--- config.mk ---
export PLATFORM = sky130hd
export DESIGN_NAME = phcb_bank
export DESIGN_NICKNAME = d
export VERILOG_FILES = /design/src/inc/phcb_pkg.sv /design/src/rtl/phcb_bank.sv /design/src/rtl/phcb_lock_count.sv /design/src/rtl/phcb_serial_port.sv
export SDC_FILE = /design/constraint.sdc
export NUM_CORES = 1
export LEC_CHECK = 0
export BUFFER_PORTS_ARGS = -buffer_cell sky130_fd_sc_hd__buf_4
export CELL_PAD_IN_SITES_DETAIL_PLACEMENT = 1
export CELL_PAD_IN_SITES_GLOBAL_PLACEMENT = 1
export CORE_UTILIZATION = 44
export CTS_BUF_LIST = sky130_fd_sc_hd__clkbuf_4 sky130_fd_sc_hd__clkbuf_8
export DETAILED_ROUTE_END_ITERATION = 10
export GPL_ROUTABILITY_DRIVEN = 0
export PLACE_DENSITY_LB_ADDON = 0.1
export REMOVE_ABC_BUFFERS = 1
export SLEW_MARGIN = 5
export SYNTH_ARGS = -nofsm -noshare
export SYNTH_HDL_FRONTEND = slang
export SYNTH_HIERARCHICAL = 1
export SYNTH_SLANG_ARGS = --single-unit
export TNS_END_PERCENT = 50
--- constraint.sdc ---
create_clock -name i_clk -period 4.05 [get_ports i_clk]
set_input_delay 0.81 -clock i_clk [delete_from_list [all_inputs] [get_ports i_clk]]
set_output_delay 0.81 -clock i_clk [all_outputs]
set_load 0.02 [all_outputs]
--- src/inc/phcb_pkg.sv ---
// constants, field positions and carrier types of the config bank
// assumes a single 25 MHz system clock; nothing else is shared
package phcb_pkg;

  // word and address layout of a serial frame
  localparam int DATA_W = 32;
  localparam int ADDR_W = 5;
  localparam int REG_NUM = 32;
  localparam int CNT_W = 14;
  localparam int DAC_W = 10;

  // register addresses
  localparam logic [4:0] A_BUF_TRIP = 5'h0e;
  localparam logic [4:0] A_MANUAL_DAC_VALUE = 5'h0f;
  localparam logic [4:0] A_XTAL = 5'h10;
  localparam logic [4:0] A_LOOP_FILT = 5'h18;
  localparam logic [4:0] A_DAC_CLK = 5'h19;
  localparam logic [4:0] A_L2_PUMP = 5'h1a;
  localparam logic [4:0] A_L1_PUMP = 5'h1b;
  localparam logic [4:0] A_DIV_RN = 5'h1c;
  localparam logic [4:0] A_CAL = 5'h1d;
  localparam logic [4:0] A_L2_FB = 5'h1e;
  localparam logic [4:0] A_READBACK = 5'h1f;

  // field lsb positions
  localparam int F_LOS_EN = 28;
  localparam int F_BUF_TYPE = 20;
  localparam int F_HIGH_TRIP = 14;
  localparam int F_LOW_TRIP = 6;
  localparam int F_RAIL_EN = 5;
  localparam int F_MANUAL_DAC_VALUE = 22;
  localparam int F_MAN_EN = 20;
  localparam int F_HO_CNT = 6;
  localparam int F_FORCE_HO = 5;
  localparam int F_XTAL = 30;
  localparam int F_L1_WIN = 6;
  localparam int F_DAC_DIV = 22;
  localparam int F_L1_CNT = 6;
  localparam int F_DBL = 29;
  localparam int F_POL = 28;
  localparam int F_GAIN = 26;
  localparam int F_L2_CNT = 6;
  localparam int F_TRI = 5;
  localparam int F_PREDIV = 20;
  localparam int F_L1_R = 6;
  localparam int F_L2_R = 20;
  localparam int F_L1_N = 6;
  localparam int F_OSC = 24;
  localparam int F_FAST = 23;
  localparam int F_CAL = 5;
  localparam int F_L2_P = 24;
  localparam int F_L2_N = 5;
  localparam int F_RB_LEVEL = 21;
  localparam int F_RB_ADDR = 16;
  localparam int F_WLOCK = 5;

  // timing: loss-of-signal timeout
  localparam int CLK_PERIOD_NS = 40;
  localparam int LOS_TIME_NS = 1200;
  localparam int LOS_CYCLES = LOS_TIME_NS / CLK_PERIOD_NS;
  localparam int LOS_W = 6;

  // dac trip levels: base offset in codes, plus field value
  localparam logic [9:0] TRIP_BASE = 10'h010;
  localparam logic [9:0] DAC_MAX = 10'h3ff;
  localparam logic [3:0] PREDIV_ONE = 4'h1;

  // reset value per register
  function automatic logic [31:0] reg_reset(input logic [4:0] a);
    case (a)
      A_BUF_TRIP: reg_reset = 32'h12000000;
      A_MANUAL_DAC_VALUE: reg_reset = 32'h80008000;
      A_LOOP_FILT: reg_reset = 32'h000000c0;
      A_DAC_CLK: reg_reset = 32'h01010000;
      A_L2_PUMP: reg_reset = 32'h0c080000;
      A_L1_PUMP: reg_reset = 32'h10001800;
      A_DIV_RN: reg_reset = 32'h00403000;
      A_CAL: reg_reset = 32'h07800600;
      A_L2_FB: reg_reset = 32'h02000600;
      A_READBACK: reg_reset = 32'h001f0000;
      default: reg_reset = 32'h00000000;
    endcase
  endfunction

  // writable bits per register; the rest are reserved zeros
  function automatic logic [31:0] reg_mask(input logic [4:0] a);
    case (a)
      A_BUF_TRIP: reg_mask = 32'hd77fcfe0;
      A_MANUAL_DAC_VALUE: reg_mask = 32'hffdfffe0;
      A_XTAL: reg_mask = 32'hc0000000;
      A_LOOP_FILT: reg_mask = 32'hff7777c0;
      A_DAC_CLK: reg_mask = 32'hffcfffc0;
      A_L2_PUMP: reg_mask = 32'hfc0fffe0;
      A_L1_PUMP: reg_mask = 32'h1fffffe0;
      A_DIV_RN: reg_mask = 32'hffffffc0;
      A_CAL: reg_mask = 32'h07ffffe0;
      A_L2_FB: reg_mask = 32'h077fffe0;
      A_READBACK: reg_mask = 32'h003f0020;
      default: reg_mask = 32'h00000000;
    endcase
  endfunction

  // static controls fed to the loops
  typedef struct packed {
    logic [2:0] buf_type;
    logic [2:0][3:0] predivide_ratio;
    logic [13:0] loop_one_reference_divider;
    logic [13:0] loop_one_feedback_divider;
    logic [11:0] loop_two_reference_divider;
    logic [17:0] loop_two_feedback_divider;
    logic [17:0] loop_two_feedback_calibration_copy;
    logic [2:0] loop_two_prescaler;
    logic reference_doubler_enable;
    logic fast_comparison_enable;
    logic [1:0] loop_one_lock_window;
    logic loop_one_pump_tristate;
    logic loop_two_pump_tristate;
    logic [2:0] loop_one_pump_setting;
    logic [2:0] loop_two_pump_setting;
    logic [1:0] crystal_level;
    logic [2:0] osc_range;
  } phcb_cfg_s;

endpackage

--- src/rtl/phcb_bank.sv ---
// configuration bank with lock, holdover, dac and loss-of-signal logic
// assumes loop status arrives as synchronous ticks and window flags
`timescale 1ns/1ps
module phcb_bank (
  // clock and reset
  input wire logic i_clk,
  input wire logic i_rst_b,
  // serial programming pins
  input wire logic i_sclk,
  input wire logic i_sdata,
  input wire logic i_serial_latch_enable,
  output logic o_sdo,
  // loop one status
  input wire logic i_loop_one_pd_tick,
  input wire logic i_loop_one_in_window,
  input wire logic [phcb_pkg::DAC_W-1:0] i_tune_code,
  // loop two status
  input wire logic i_loop_two_pd_tick,
  input wire logic i_loop_two_in_window,
  // reference activity pulses
  input wire logic [2:0] i_ref_activity,
  // control and status outputs
  output phcb_pkg::phcb_cfg_s o_cfg,
  output logic [phcb_pkg::DAC_W-1:0] o_dac_code,
  output logic o_loop_one_locked,
  output logic o_loop_two_locked,
  output logic o_holdover,
  output logic o_rail_trip,
  output logic [2:0] o_input_signal_loss
);
  import phcb_pkg::*;

  ////////////////////////////////////////////////////////////////////
  // declarations

  typedef enum logic {HO_TRACK, HO_HOLD} phcb_ho_e;

  // whole reset word of the manual dac register; the live dac starts here
  localparam logic [31:0] MANUAL_DAC_VALUE_RST = reg_reset(A_MANUAL_DAC_VALUE);

  logic [31:0] regs_q [REG_NUM]; // register file
  logic [31:0] frame; // word from the serial port
  logic frame_valid; // one-cycle frame strobe
  logic [4:0] wr_addr; // frame address bits
  logic wr_en; // accepted write
  logic [31:0] rd_word; // readback candidate
  logic [4:0] rb_addr; // selected readback register
  logic [DAC_W-1:0] dac_q; // live dac value
  logic [DAC_W-1:0] dac_div_q; // dac update prescaler
  logic dac_tick; // dac update strobe
  logic [DAC_W-1:0] hi_lim; // high trip code
  logic [DAC_W-1:0] lo_lim; // low trip code
  logic rail_trip_q; // dac at a rail
  logic l1_valid; // loop one window honoured
  logic l1_lock; // loop one qualified
  logic l1_lock_q; // previous qualified level
  logic l2_lock; // loop two qualified
  logic ho_exit; // holdover exit qualified
  phcb_ho_e ho_q; // holdover state
  logic [LOS_W-1:0] los_cnt_q [3]; // per-input idle counters
  logic [2:0] los_q; // per-input loss flags

  ////////////////////////////////////////////////////////////////////
  // serial port

  phcb_serial_port u_port (
    .i_clk(i_clk),
    .i_rst_b(i_rst_b),
    .i_sclk(i_sclk),
    .i_sdata(i_sdata),
    .i_latch(i_serial_latch_enable),
    .o_sdo(o_sdo),
    .i_readback_level(regs_q[A_READBACK][F_RB_LEVEL]),
    .i_read_word(rd_word),
    .o_word_valid(frame_valid),
    .o_word(frame)
  );

  // low five bits carry the address
  assign wr_addr = frame[ADDR_W-1:0];

  // register 31 itself always stays writable so the lock can be lifted
  assign wr_en = frame_valid &&
                 (wr_addr == A_READBACK ||
                  !regs_q[A_READBACK][F_WLOCK]);

  ////////////////////////////////////////////////////////////////////
  // register file

  // one writable word per address, reserved bits forced to zero
  for (genvar g = 0; g < REG_NUM; g++) begin : g_reg
    always_ff @(posedge i_clk) begin
      if (!i_rst_b) begin
        regs_q[g] <= reg_reset(5'(g));
      end else if (wr_en && wr_addr == 5'(g)) begin
        regs_q[g] <= frame & reg_mask(5'(g));
      end
    end
  end

  // readback source; the dac field shows the live value
  assign rb_addr = regs_q[A_READBACK][F_RB_ADDR +: ADDR_W];
  always_comb begin
    rd_word = regs_q[rb_addr];
    if (rb_addr == A_MANUAL_DAC_VALUE) begin
      rd_word[F_MANUAL_DAC_VALUE +: DAC_W] = dac_q;
    end
  end

  ////////////////////////////////////////////////////////////////////
  // static controls, registered so outputs come from flops

  always_ff @(posedge i_clk) begin
    if (!i_rst_b) begin
      o_cfg <= '0;
    end else begin
      o_cfg.buf_type <= regs_q[A_BUF_TRIP][F_BUF_TYPE +: 3];
      // code n divides by two to the n
      for (int i = 0; i < 3; i++) begin
        o_cfg.predivide_ratio[i] <= PREDIV_ONE <<
          regs_q[A_L1_PUMP][F_PREDIV + 2*i +: 2];
      end
      o_cfg.loop_one_reference_divider <=
        regs_q[A_L1_PUMP][F_L1_R +: 14];
      o_cfg.loop_one_feedback_divider <=
        regs_q[A_DIV_RN][F_L1_N +: 14];
      o_cfg.loop_two_reference_divider <=
        regs_q[A_DIV_RN][F_L2_R +: 12];
      o_cfg.loop_two_feedback_divider <=
        regs_q[A_L2_FB][F_L2_N +: 18];
      // copy is only passed on; software must keep it equal
      o_cfg.loop_two_feedback_calibration_copy <=
        regs_q[A_CAL][F_CAL +: 18];
      o_cfg.loop_two_prescaler <=
        regs_q[A_L2_FB][F_L2_P +: 3];
      o_cfg.reference_doubler_enable <=
        regs_q[A_L2_PUMP][F_DBL];
      o_cfg.fast_comparison_enable <=
        regs_q[A_CAL][F_FAST];
      o_cfg.loop_one_lock_window <=
        regs_q[A_LOOP_FILT][F_L1_WIN +: 2];
      o_cfg.loop_one_pump_tristate <=
        regs_q[A_L1_PUMP][F_TRI];
      o_cfg.loop_two_pump_tristate <=
        regs_q[A_L2_PUMP][F_TRI];
      o_cfg.loop_one_pump_setting <= regs_q[A_L1_PUMP][F_GAIN +: 3];
      o_cfg.loop_two_pump_setting <= regs_q[A_L2_PUMP][F_GAIN +: 3];
      o_cfg.crystal_level <= regs_q[A_XTAL][F_XTAL +: 2];
      o_cfg.osc_range <= regs_q[A_CAL][F_OSC +: 3];
    end
  end

  ////////////////////////////////////////////////////////////////////
  // dac update clock and value

  // divisor of zero behaves as one; avoids a stalled dac
  assign dac_tick = i_loop_one_pd_tick &&
    (dac_div_q + 1'b1 >= regs_q[A_DAC_CLK][F_DAC_DIV +: DAC_W]);

  // prescaler counts comparison cycles
  always_ff @(posedge i_clk) begin
    if (!i_rst_b) begin
      dac_div_q <= '0;
    end else if (dac_tick) begin
      dac_div_q <= '0;
    end else if (i_loop_one_pd_tick) begin
      dac_div_q <= dac_div_q + 1'b1;
    end
  end

  // manual value wins; tracking freezes while in holdover
  always_ff @(posedge i_clk) begin
    if (!i_rst_b) begin
      dac_q <= MANUAL_DAC_VALUE_RST[F_MANUAL_DAC_VALUE +: DAC_W];
    end else if (dac_tick) begin
      if (regs_q[A_MANUAL_DAC_VALUE][F_MAN_EN]) begin
        dac_q <= regs_q[A_MANUAL_DAC_VALUE][F_MANUAL_DAC_VALUE +: DAC_W];
      end else if (ho_q == HO_TRACK) begin
        dac_q <= i_tune_code;
      end
    end
  end

  // live code out
  always_ff @(posedge i_clk) begin
    if (!i_rst_b) begin
      o_dac_code <= '0;
    end else begin
      o_dac_code <= dac_q;
    end
  end

  ////////////////////////////////////////////////////////////////////
  // rail detection

  // high level measured down from the top, low level up from zero
  assign hi_lim = DAC_MAX - TRIP_BASE -
    DAC_W'(regs_q[A_BUF_TRIP][F_HIGH_TRIP +: 6]);
  assign lo_lim = TRIP_BASE +
    DAC_W'(regs_q[A_BUF_TRIP][F_LOW_TRIP +: 6]);

  // trip flag
  always_ff @(posedge i_clk) begin
    if (!i_rst_b) begin
      rail_trip_q <= 1'b0;
    end else begin
      rail_trip_q <= regs_q[A_BUF_TRIP][F_RAIL_EN] &&
                     (dac_q >= hi_lim || dac_q <= lo_lim);
    end
  end

  ////////////////////////////////////////////////////////////////////
  // lock qualification

  // a rail trip counts as loop one out of window
  assign l1_valid = i_loop_one_in_window && !rail_trip_q;

  phcb_lock_count #(.W(CNT_W)) u_l1_lock (
    .i_clk(i_clk),
    .i_rst_b(i_rst_b),
    .i_tick(i_loop_one_pd_tick),
    .i_valid(l1_valid),
    .i_target(regs_q[A_DAC_CLK][F_L1_CNT +: CNT_W]),
    .o_reached(l1_lock)
  );

  phcb_lock_count #(.W(CNT_W)) u_l2_lock (
    .i_clk(i_clk),
    .i_rst_b(i_rst_b),
    .i_tick(i_loop_two_pd_tick),
    .i_valid(i_loop_two_in_window),
    .i_target(regs_q[A_L2_PUMP][F_L2_CNT +: CNT_W]),
    .o_reached(l2_lock)
  );

  // exit count only runs while holding
  phcb_lock_count #(.W(CNT_W)) u_ho_exit (
    .i_clk(i_clk),
    .i_rst_b(i_rst_b),
    .i_tick(i_loop_one_pd_tick),
    .i_valid(l1_valid && ho_q == HO_HOLD),
    .i_target(regs_q[A_MANUAL_DAC_VALUE][F_HO_CNT +: CNT_W]),
    .o_reached(ho_exit)
  );

  // lock outputs
  always_ff @(posedge i_clk) begin
    if (!i_rst_b) begin
      l1_lock_q <= 1'b0;
      o_loop_one_locked <= 1'b0;
      o_loop_two_locked <= 1'b0;
    end else begin
      l1_lock_q <= l1_lock;
      o_loop_one_locked <= l1_lock;
      o_loop_two_locked <= l2_lock;
    end
  end

  ////////////////////////////////////////////////////////////////////
  // holdover

  // enter on loss of loop one lock or force; leave on exit count
  always_ff @(posedge i_clk) begin
    if (!i_rst_b) begin
      ho_q <= HO_TRACK;
    end else begin
      case (ho_q)
        HO_TRACK: begin
          if (regs_q[A_MANUAL_DAC_VALUE][F_FORCE_HO] || (l1_lock_q && !l1_lock)) begin
            ho_q <= HO_HOLD;
          end
        end
        HO_HOLD: begin
          if (ho_exit && !regs_q[A_MANUAL_DAC_VALUE][F_FORCE_HO]) begin
            ho_q <= HO_TRACK;
          end
        end
        default: begin
          ho_q <= HO_TRACK;
        end
      endcase
    end
  end

  // state flags out
  always_ff @(posedge i_clk) begin
    if (!i_rst_b) begin
      o_holdover <= 1'b0;
      o_rail_trip <= 1'b0;
    end else begin
      o_holdover <= (ho_q == HO_HOLD);
      o_rail_trip <= rail_trip_q;
    end
  end

  ////////////////////////////////////////////////////////////////////
  // loss of signal

  // idle counter per input, cleared only by that input's own activity pulse
  for (genvar r = 0; r < 3; r++) begin : g_los
    always_ff @(posedge i_clk) begin
      if (!i_rst_b) begin
        los_cnt_q[r] <= '0;
        los_q[r] <= 1'b0;
      end else begin
        if (i_ref_activity[r]) begin
          los_cnt_q[r] <= '0;
        end else if (los_cnt_q[r] != LOS_W'(LOS_CYCLES)) begin
          los_cnt_q[r] <= los_cnt_q[r] + 1'b1;
        end
        los_q[r] <= regs_q[A_BUF_TRIP][F_LOS_EN] &&
                    los_cnt_q[r] == LOS_W'(LOS_CYCLES);
      end
    end
  end

  // loss flags out
  always_ff @(posedge i_clk) begin
    if (!i_rst_b) begin
      o_input_signal_loss <= '0;
    end else begin
      o_input_signal_loss <= los_q;
    end
  end

endmodule // phcb_bank

--- src/rtl/phcb_lock_count.sv ---
// consecutive-valid counter used for lock and holdover qualification
// assumes i_tick is a one-cycle pulse per phase-detector cycle
`timescale 1ns/1ps
module phcb_lock_count #(
  parameter int W = 14
) (
  // clock and reset
  input wire logic i_clk,
  input wire logic i_rst_b,
  // qualifier inputs
  input wire logic i_tick,
  input wire logic i_valid,
  input wire logic [W-1:0] i_target,
  // reached flag
  output logic o_reached
);
  logic [W-1:0] cnt_q; // saturating run length

  // any invalid cycle restarts the run
  always_ff @(posedge i_clk) begin
    if (!i_rst_b) begin
      cnt_q <= '0;
    end else if (!i_valid) begin
      cnt_q <= '0;
    end else if (i_tick && cnt_q != '1) begin
      cnt_q <= cnt_q + 1'b1;
    end
  end

  // flag follows the run one cycle later
  always_ff @(posedge i_clk) begin
    if (!i_rst_b) begin
      o_reached <= 1'b0;
    end else begin
      o_reached <= i_valid && (cnt_q >= i_target);
    end
  end
endmodule // phcb_lock_count

--- src/rtl/phcb_serial_port.sv ---
// three-wire serial port: shifts frames in, readback word out
// assumes i_sclk, i_sdata and i_latch are synchronous to i_clk
`timescale 1ns/1ps
module phcb_serial_port (
  // clock and reset
  input wire logic i_clk,
  input wire logic i_rst_b,
  // serial pins
  input wire logic i_sclk,
  input wire logic i_sdata,
  input wire logic i_latch,
  output logic o_sdo,
  // register side
  input wire logic i_readback_level,
  input wire logic [31:0] i_read_word,
  output logic o_word_valid,
  output logic [31:0] o_word
);
  logic sclk_q; // previous clock pin level
  logic latch_q; // previous latch pin level
  logic [31:0] shift_q; // incoming frame
  logic [31:0] rb_q; // outgoing readback word

  // edge history of the pins
  always_ff @(posedge i_clk) begin
    if (!i_rst_b) begin
      sclk_q <= 1'b0;
      latch_q <= 1'b1; // pin idles high; avoids a false commit
    end else begin
      sclk_q <= i_sclk;
      latch_q <= i_latch;
    end
  end

  // msb first, sampled on the rising clock edge
  always_ff @(posedge i_clk) begin
    if (!i_rst_b) begin
      shift_q <= '0;
    end else if (i_sclk && !sclk_q) begin
      shift_q <= {shift_q[30:0], i_sdata};
    end
  end

  // frame taken on the rising latch edge
  always_ff @(posedge i_clk) begin
    if (!i_rst_b) begin
      o_word_valid <= 1'b0;
      o_word <= '0;
    end else begin
      o_word_valid <= i_latch && !latch_q;
      if (i_latch && !latch_q) begin
        o_word <= shift_q;
      end
    end
  end

  // load when latch enters the readback level, shift on falling sclk
  always_ff @(posedge i_clk) begin
    if (!i_rst_b) begin
      rb_q <= '0;
    end else if (i_latch == i_readback_level && latch_q != i_latch) begin
      rb_q <= i_read_word;
    end else if (i_latch == i_readback_level && !i_sclk && sclk_q) begin
      rb_q <= {rb_q[30:0], 1'b0};
    end
  end

  // data out pin
  always_ff @(posedge i_clk) begin
    if (!i_rst_b) begin
      o_sdo <= 1'b0;
    end else begin
      o_sdo <= rb_q[31];
    end
  end
endmodule // phcb_serial_port

# After elaboration in Yosys (flattened, before gate mapping)
# Memory sizes are Yosys's and may differ from the RTL's. A register that Yosys moved wholly into a read port is not among the register bits.
# Cells that the tools add are included.
[totals]
regBits = 225
ramBits = 882
inputBits = 22
word_cells = 379
memories = 2
[classes]
add_sub_neg = 9
order_cmp = 6
n_eq_ne = 44
shift = 3
muxes = 164
bitwise = 40
n_reduce_logical = 75
[mem_list]
columns = ["name", "depth", "width", "rd", "rd_ports_with_merged_regs", "write_ports", "line_no", "text"]
rows = [
  ["regs_q", 32, 27, 12, 5, 32, "phcb_bank.sv:41", "logic [31:0] regs_q [REG_NUM];"],
  ["los_cnt_q", 3, 6, 3, 0, 3, "phcb_bank.sv:60", "logic [LOS_W-1:0] los_cnt_q [3];"],
]
[op_table]
columns = ["operator", "count"]
rows = [
  ["2-to-1 mux 27 bit", 32],
  ["2-to-1 mux 1 bit", 120],
  ["equality test 5 bit (second input constant)", 16],
  ["2-to-1 mux 32 bit", 2],
  ["logical AND 1 bit", 53],
  ["equality test 5 x 4 -> 1 bit (second input constant)", 9],
  ["adder 14 x 1 -> 14 bit (second input constant)", 3],
  ["greater-or-equal comparator 14 bit", 3],
  ["!= test 14 bit (second input constant)", 3],
  ["bitwise OR 1 bit", 38],
  ["2-to-1 mux 6 bit", 6],
  ["2-to-1 mux 10 bit", 3],
  ["equality test 5 x 3 -> 1 bit (second input constant)", 4],
  ["greater-or-equal comparator 10 bit", 2],
  ["adder 6 x 1 -> 6 bit (second input constant)", 3],
  ["equality test 6 x 5 -> 1 bit (second input constant)", 3],
  ["!= test 6 x 5 -> 1 bit (second input constant)", 3],
  ["zero test 1 bit", 12],
  ["<< shifter 1 x 2 -> 4 bit (first input constant)", 3],
  ["adder 10 x 1 -> 10 bit (second input constant)", 1],
  ["equality test 5 x 2 -> 1 bit (second input constant)", 2],
  ["less-or-equal comparator 10 x 7 -> 1 bit", 1],
  ["AND reduction 2 bit", 4],
  ["subtractor 6 x 7 -> 8 bit (first input constant)", 1],
  ["11 further kinds", 14],
]

# Longest topological paths before layout
# An unclocked memory read counts as a cell.
[logic_depth]
word_depth = 9
ltp_mapped = 12
mapped_depth_nobuf = 11

# By module
# Netlist, hierarchy kept.
[modules_own_cells]
columns = ["mod", "instances", "cells_each", "area_each_um2", "seq_area_each_um2"]
rows = [
  ["phcb_bank", 1, 1316, 16154.2, 10119.7],
  ["phcb_serial_port", 1, 401, 3838.7, 2001.9],
  ["phcb_lock_count (u_ho_exit ...)", 2, 138, 1104.8, 300.3],
  ["phcb_lock_count (u_l2_lock)", 1, 132, 1101.1, 300.3],
]

# Worst setup path after synthesis
# No wires, ideal clock.
[synth_path]
path_type = "reg2reg"
startpoint = "register u_port.o_word[3]"
endpoint = "memory regs_q[28][10] (netlist name) (enable)"
t_arrival_ps = 2922
required_ps = 3601
slack_ps = 679
path_stages_with_launch = 5
path_cell_list = "dfxtp_1 nand4_4 or2_1 buf_2 o31ai_1"
[synth_rtl]
columns = ["element", "line_no", "text"]
rows = [
  ["start, declared", "phcb_serial_port.sv:17", "output logic [31:0] o_word"],
  ["start signal, assigned", "phcb_serial_port.sv:52", "o_word <= shift_q;"],
  ["end, declared", "phcb_bank.sv:41", ""],
]

# Worst setup path after layout
[layout_path]
startpoint = "register dac_div_q[2]"
endpoint = "register dac_q[1]"
[layout_between]
elab_chain_len = 4
[layout_rtl]
columns = ["element", "line_no", "text"]
rows = [
  ["start, declared", "phcb_bank.sv:49", "logic [DAC_W-1:0] dac_div_q;"],
  ["start signal, assigned", "phcb_bank.sv:167", "dac_div_q <= dac_div_q + 1'b1;"],
  ["adder 10 x 1 -> 10 bit", "phcb_bank.sv:158", "(dac_div_q + 1'b1 >= regs_q[A_DAC_CLK][F_DAC_DIV +: DAC_W]);"],
  ["greater-or-equal comparator 10 bit", "phcb_bank.sv:158", ""],
  ["logical AND 1 bit", "phcb_bank.sv:157", "assign dac_tick = i_loop_one_pd_tick &&"],
  ["AND reduction 2 bit (no source line)", "-", ""],
  ["end signal, assigned", "phcb_bank.sv:174", "dac_q <= MANUAL_DAC_VALUE_RST[F_MANUAL_DAC_VALUE +: DAC_W];"],
  ["end signal, assigned", "phcb_bank.sv:177", "dac_q <= regs_q[A_MANUAL_DAC_VALUE][F_MANUAL_DAC_VALUE +: DAC_W];"],
  ["end signal, assigned", "phcb_bank.sv:179", "dac_q <= i_tune_code;"],
  ["end, declared", "phcb_bank.sv:48", "logic [DAC_W-1:0] dac_q;"],
]
# No other way between the ends.
# A chain may end at the register's enable or synchronous reset.

==> metrics.cfg <==
[outcome]
status=completed

[detailed_routing]
drc=0
routedWlPerCell_microns=23.34
vias_per_cell=5.584
firstDrtPassIters=5
vias=17050
ant_nets=0
drt_iter0_markers=1234
wl_mm=71.26

[synthesis]
ys_warn_count=6
ys_types=87
ys_ff_latch=533
yosys.area.top_type_share_pct=30.28
synthFlopType=dfxtp_1
postSynthAreaPerCell_sq_um=10.97
seq_area_frac_synth_pct=55.88
synth-edff-count=235
syn_area_sq_mm=0.02330
yosysTopAreaCell=edfxtp_1
synthCells=2125
async_flop_share_pct=0
synthTopCellsByArea=edfxtp_1 (30%), dfxtp_1 (26%), and2_1 (5.9%), ha_1 (4.2%), nand2_1 (3.5%)

[global_routing]
grt-ovfl-total=0
grt_max_degree=97
grt_pass1_vias=17860
grt_pass1_wl_mm=107.7
antenna_found_initial=7
track_usage_pct=26.62

[sta]
period_share_pct=76.32
max_slew.worst_pin.slew_ps=1121
hold_ws_ps=368.9
tns_ps=0
fin_skew_ps=28.22
slew_headroom_pct=25.29
rsz0062_at_grt=no
period_needed_ps=3091
fmax_mhz=323.5
setup_viol=0
slew_viol_final=0
finalHoldViolCount=0

[worst_setup_path]
critPathLaunch=dac_div_q[2]
worst-path-max-fanout=11
crit_path_end_kind=flip-flop
crit_arrival_ps=3650
critical_path_class=flip-flop to flip-flop
critPathLaunchType=flip-flop
r2r-start=dac_div_q[2]
worstPathRequired_ps=4610

[power_and_ir_drop]
cellPowerDensity_mw_per_mm2=431.4
ir_drop_mv=0.2312
p_leak_nw=10.50

[clock_network]
path_clk_slew_ps=60
tritoncts=built
clockRootBuffer=clkbuf_8
insertion_delay_ps=690
clock_path_buffers=3
post_cts_resized=0
h-tree-depth=3
cts-buffers-inserted=91
hold_buffers=0
clock-sinks=533
postCtsSetupRepairBufs=0

[layout]
final-seq-area_sq_mm=0.01302
drive_gt1_share_pct=20.08
multi_input_area_sq_mm=0.009517
fin_util_pct=52.35
nets=2393
fill_cells=5543
syn_to_final_growth_pct=16.41

[placed_design]
hpwl_mm=49.80
portBuffers=150

[die]
initial_core_util_pct=44.97
row_count=83
die_area_sq_mm=0.05389
die_w_microns=232.1
coreArea_sq_mm=0.05182
io_pins=151
die_y_microns=232.1

[hold_path]
hp-start=i_serial_latch_enable
hold_class=input pin to flip-flop

[job]
max-cap-violations=0

cells in the final DEF (no fill, tap or decap), types with 27 or more instances in the layout:
master	count
dfxtp_1	298
edfxtp_1	235
and2_1	219
nand2_1	216
buf_4	184
nor2_1	140
clkbuf_8	110
inv_1	78
ha_1	78
mux2i_1	65
a21oi_1	57
nor2b_1	52
o21ai_0	44
clkbuf_4	41
a21boi_1	39
a22oi_1	35
mux2_2	34
nand3_1	27
critical path, stage by stage, from the launching register on:
cell,delay [ps]
dfxtp_1,440
nand4_1,260
nor2_1,240
nand3_1,120
xnor2_1,160
ha_1,320
nand2_1,90
nor4_1,320
buf_4,230
o221a_2,410
mux2_2,370
kinds of logic after synthesis:
family	after synthesis	synth area share, %
AOI/OAI and AO/OA	322	9.799
xor gates and xnor gates	25	0.9396
adders and majority gates	79	4.242
buffers and inverters	197	3.485
DFF	533	55.88
muxes	113	5.788
other	1	0.01609
and+or+nand+nor	855	19.85
stage by stage:
step | instance area [sq um] | total power, W | setup WS, ps | cells
2_1_floorplan | 22810 | 0.006258 | 18.03 | 2012
3_3_place_gp | 25130 | 0.006565 | 1148 | 2879
3_5_place_dp | 25130 | 0.006584 | 1023 | 2879
4_1_cts | 27120 | 0.01182 | 1013 | 3050
5_1_grt | 27120 | 0.01209 | 745.8 | 3050
6_report | 27130 | 0.01170 | 959.2 | 3053
report_power, final:
group          switching (W)  internal, W
Sequential          0.000109      0.00577
Combinational       0.000358     0.000227
Clock                0.00222      0.00301
Total                0.00269      0.00901
state kept, by name (all words and copies together), names as in the netlist, 3 cells and up:
| signal | count |
|---|---|
| o_cfg | 111 |
| u_l1_lock/cnt_q | 14 |
| o_input_signal_loss | 3 |
| los_q | 3 |
| u_port/rb_q | 32 |
| u_port/shift_q | 32 |
| u_l2_lock/cnt_q | 14 |
| los_cnt_q | 18 |
| regs_q | 217 |
| dac_q | 10 |
| dac_div_q | 10 |
| o_dac_code | 10 |
| u_port/o_word | 32 |
| u_ho_exit/cnt_q | 14 |
synth_stat cells (31+ instances only):
library cell,number
a21boi_1,39
a21oi_1,57
a22oi_1,35
and2_1,219
buf_2,31
clkbuf_1,75
dfxtp_1,298
edfxtp_1,235
ha_1,79
inv_1,78
mux2_2,34
mux2i_1,65
nand2_1,216
nor2_1,141
nor2b_1,53
o21ai_0,47
final timing paths:
| kind | to | slack [ps] | cells past startpoint |
|---|---|---|---|
| worst max-delay path | dac_q[1] | 960 | 10 |
| worst min-delay path | u_port/latch_q | 370 | 2 |
| worst max register to register | dac_q[1] | 960 | 10 |
| worst min register to register | o_input_signal_loss[0] | 450 | 1 |
metal layers:
layer	wire length, microns	global-route usage (%)	part of all wire (%)	up-vias
met1	29270	32.98	41	8571
met4	2764	11.31	3.9	0
met5	0	0	0	-
met3	3822	4.580	5.4	132
li1	-	-	-	7890
met2	35410	45.51	50	454
cell type report:
type / count / area share, %
Sequential cell: 533 / 48.01
Multi-Input combinational cell: 1399 / 35.08
Clock buffer: 150 / 6.665
Timing Repair Buffer: 187 / 5.290
Tap cell: 680 / 3.136
Inverter: 80 / 1.107
Clock inverter: 21 / 0.6872
Antenna cell: 3 / 0.02767
Power figures use the tool's default switching activity.
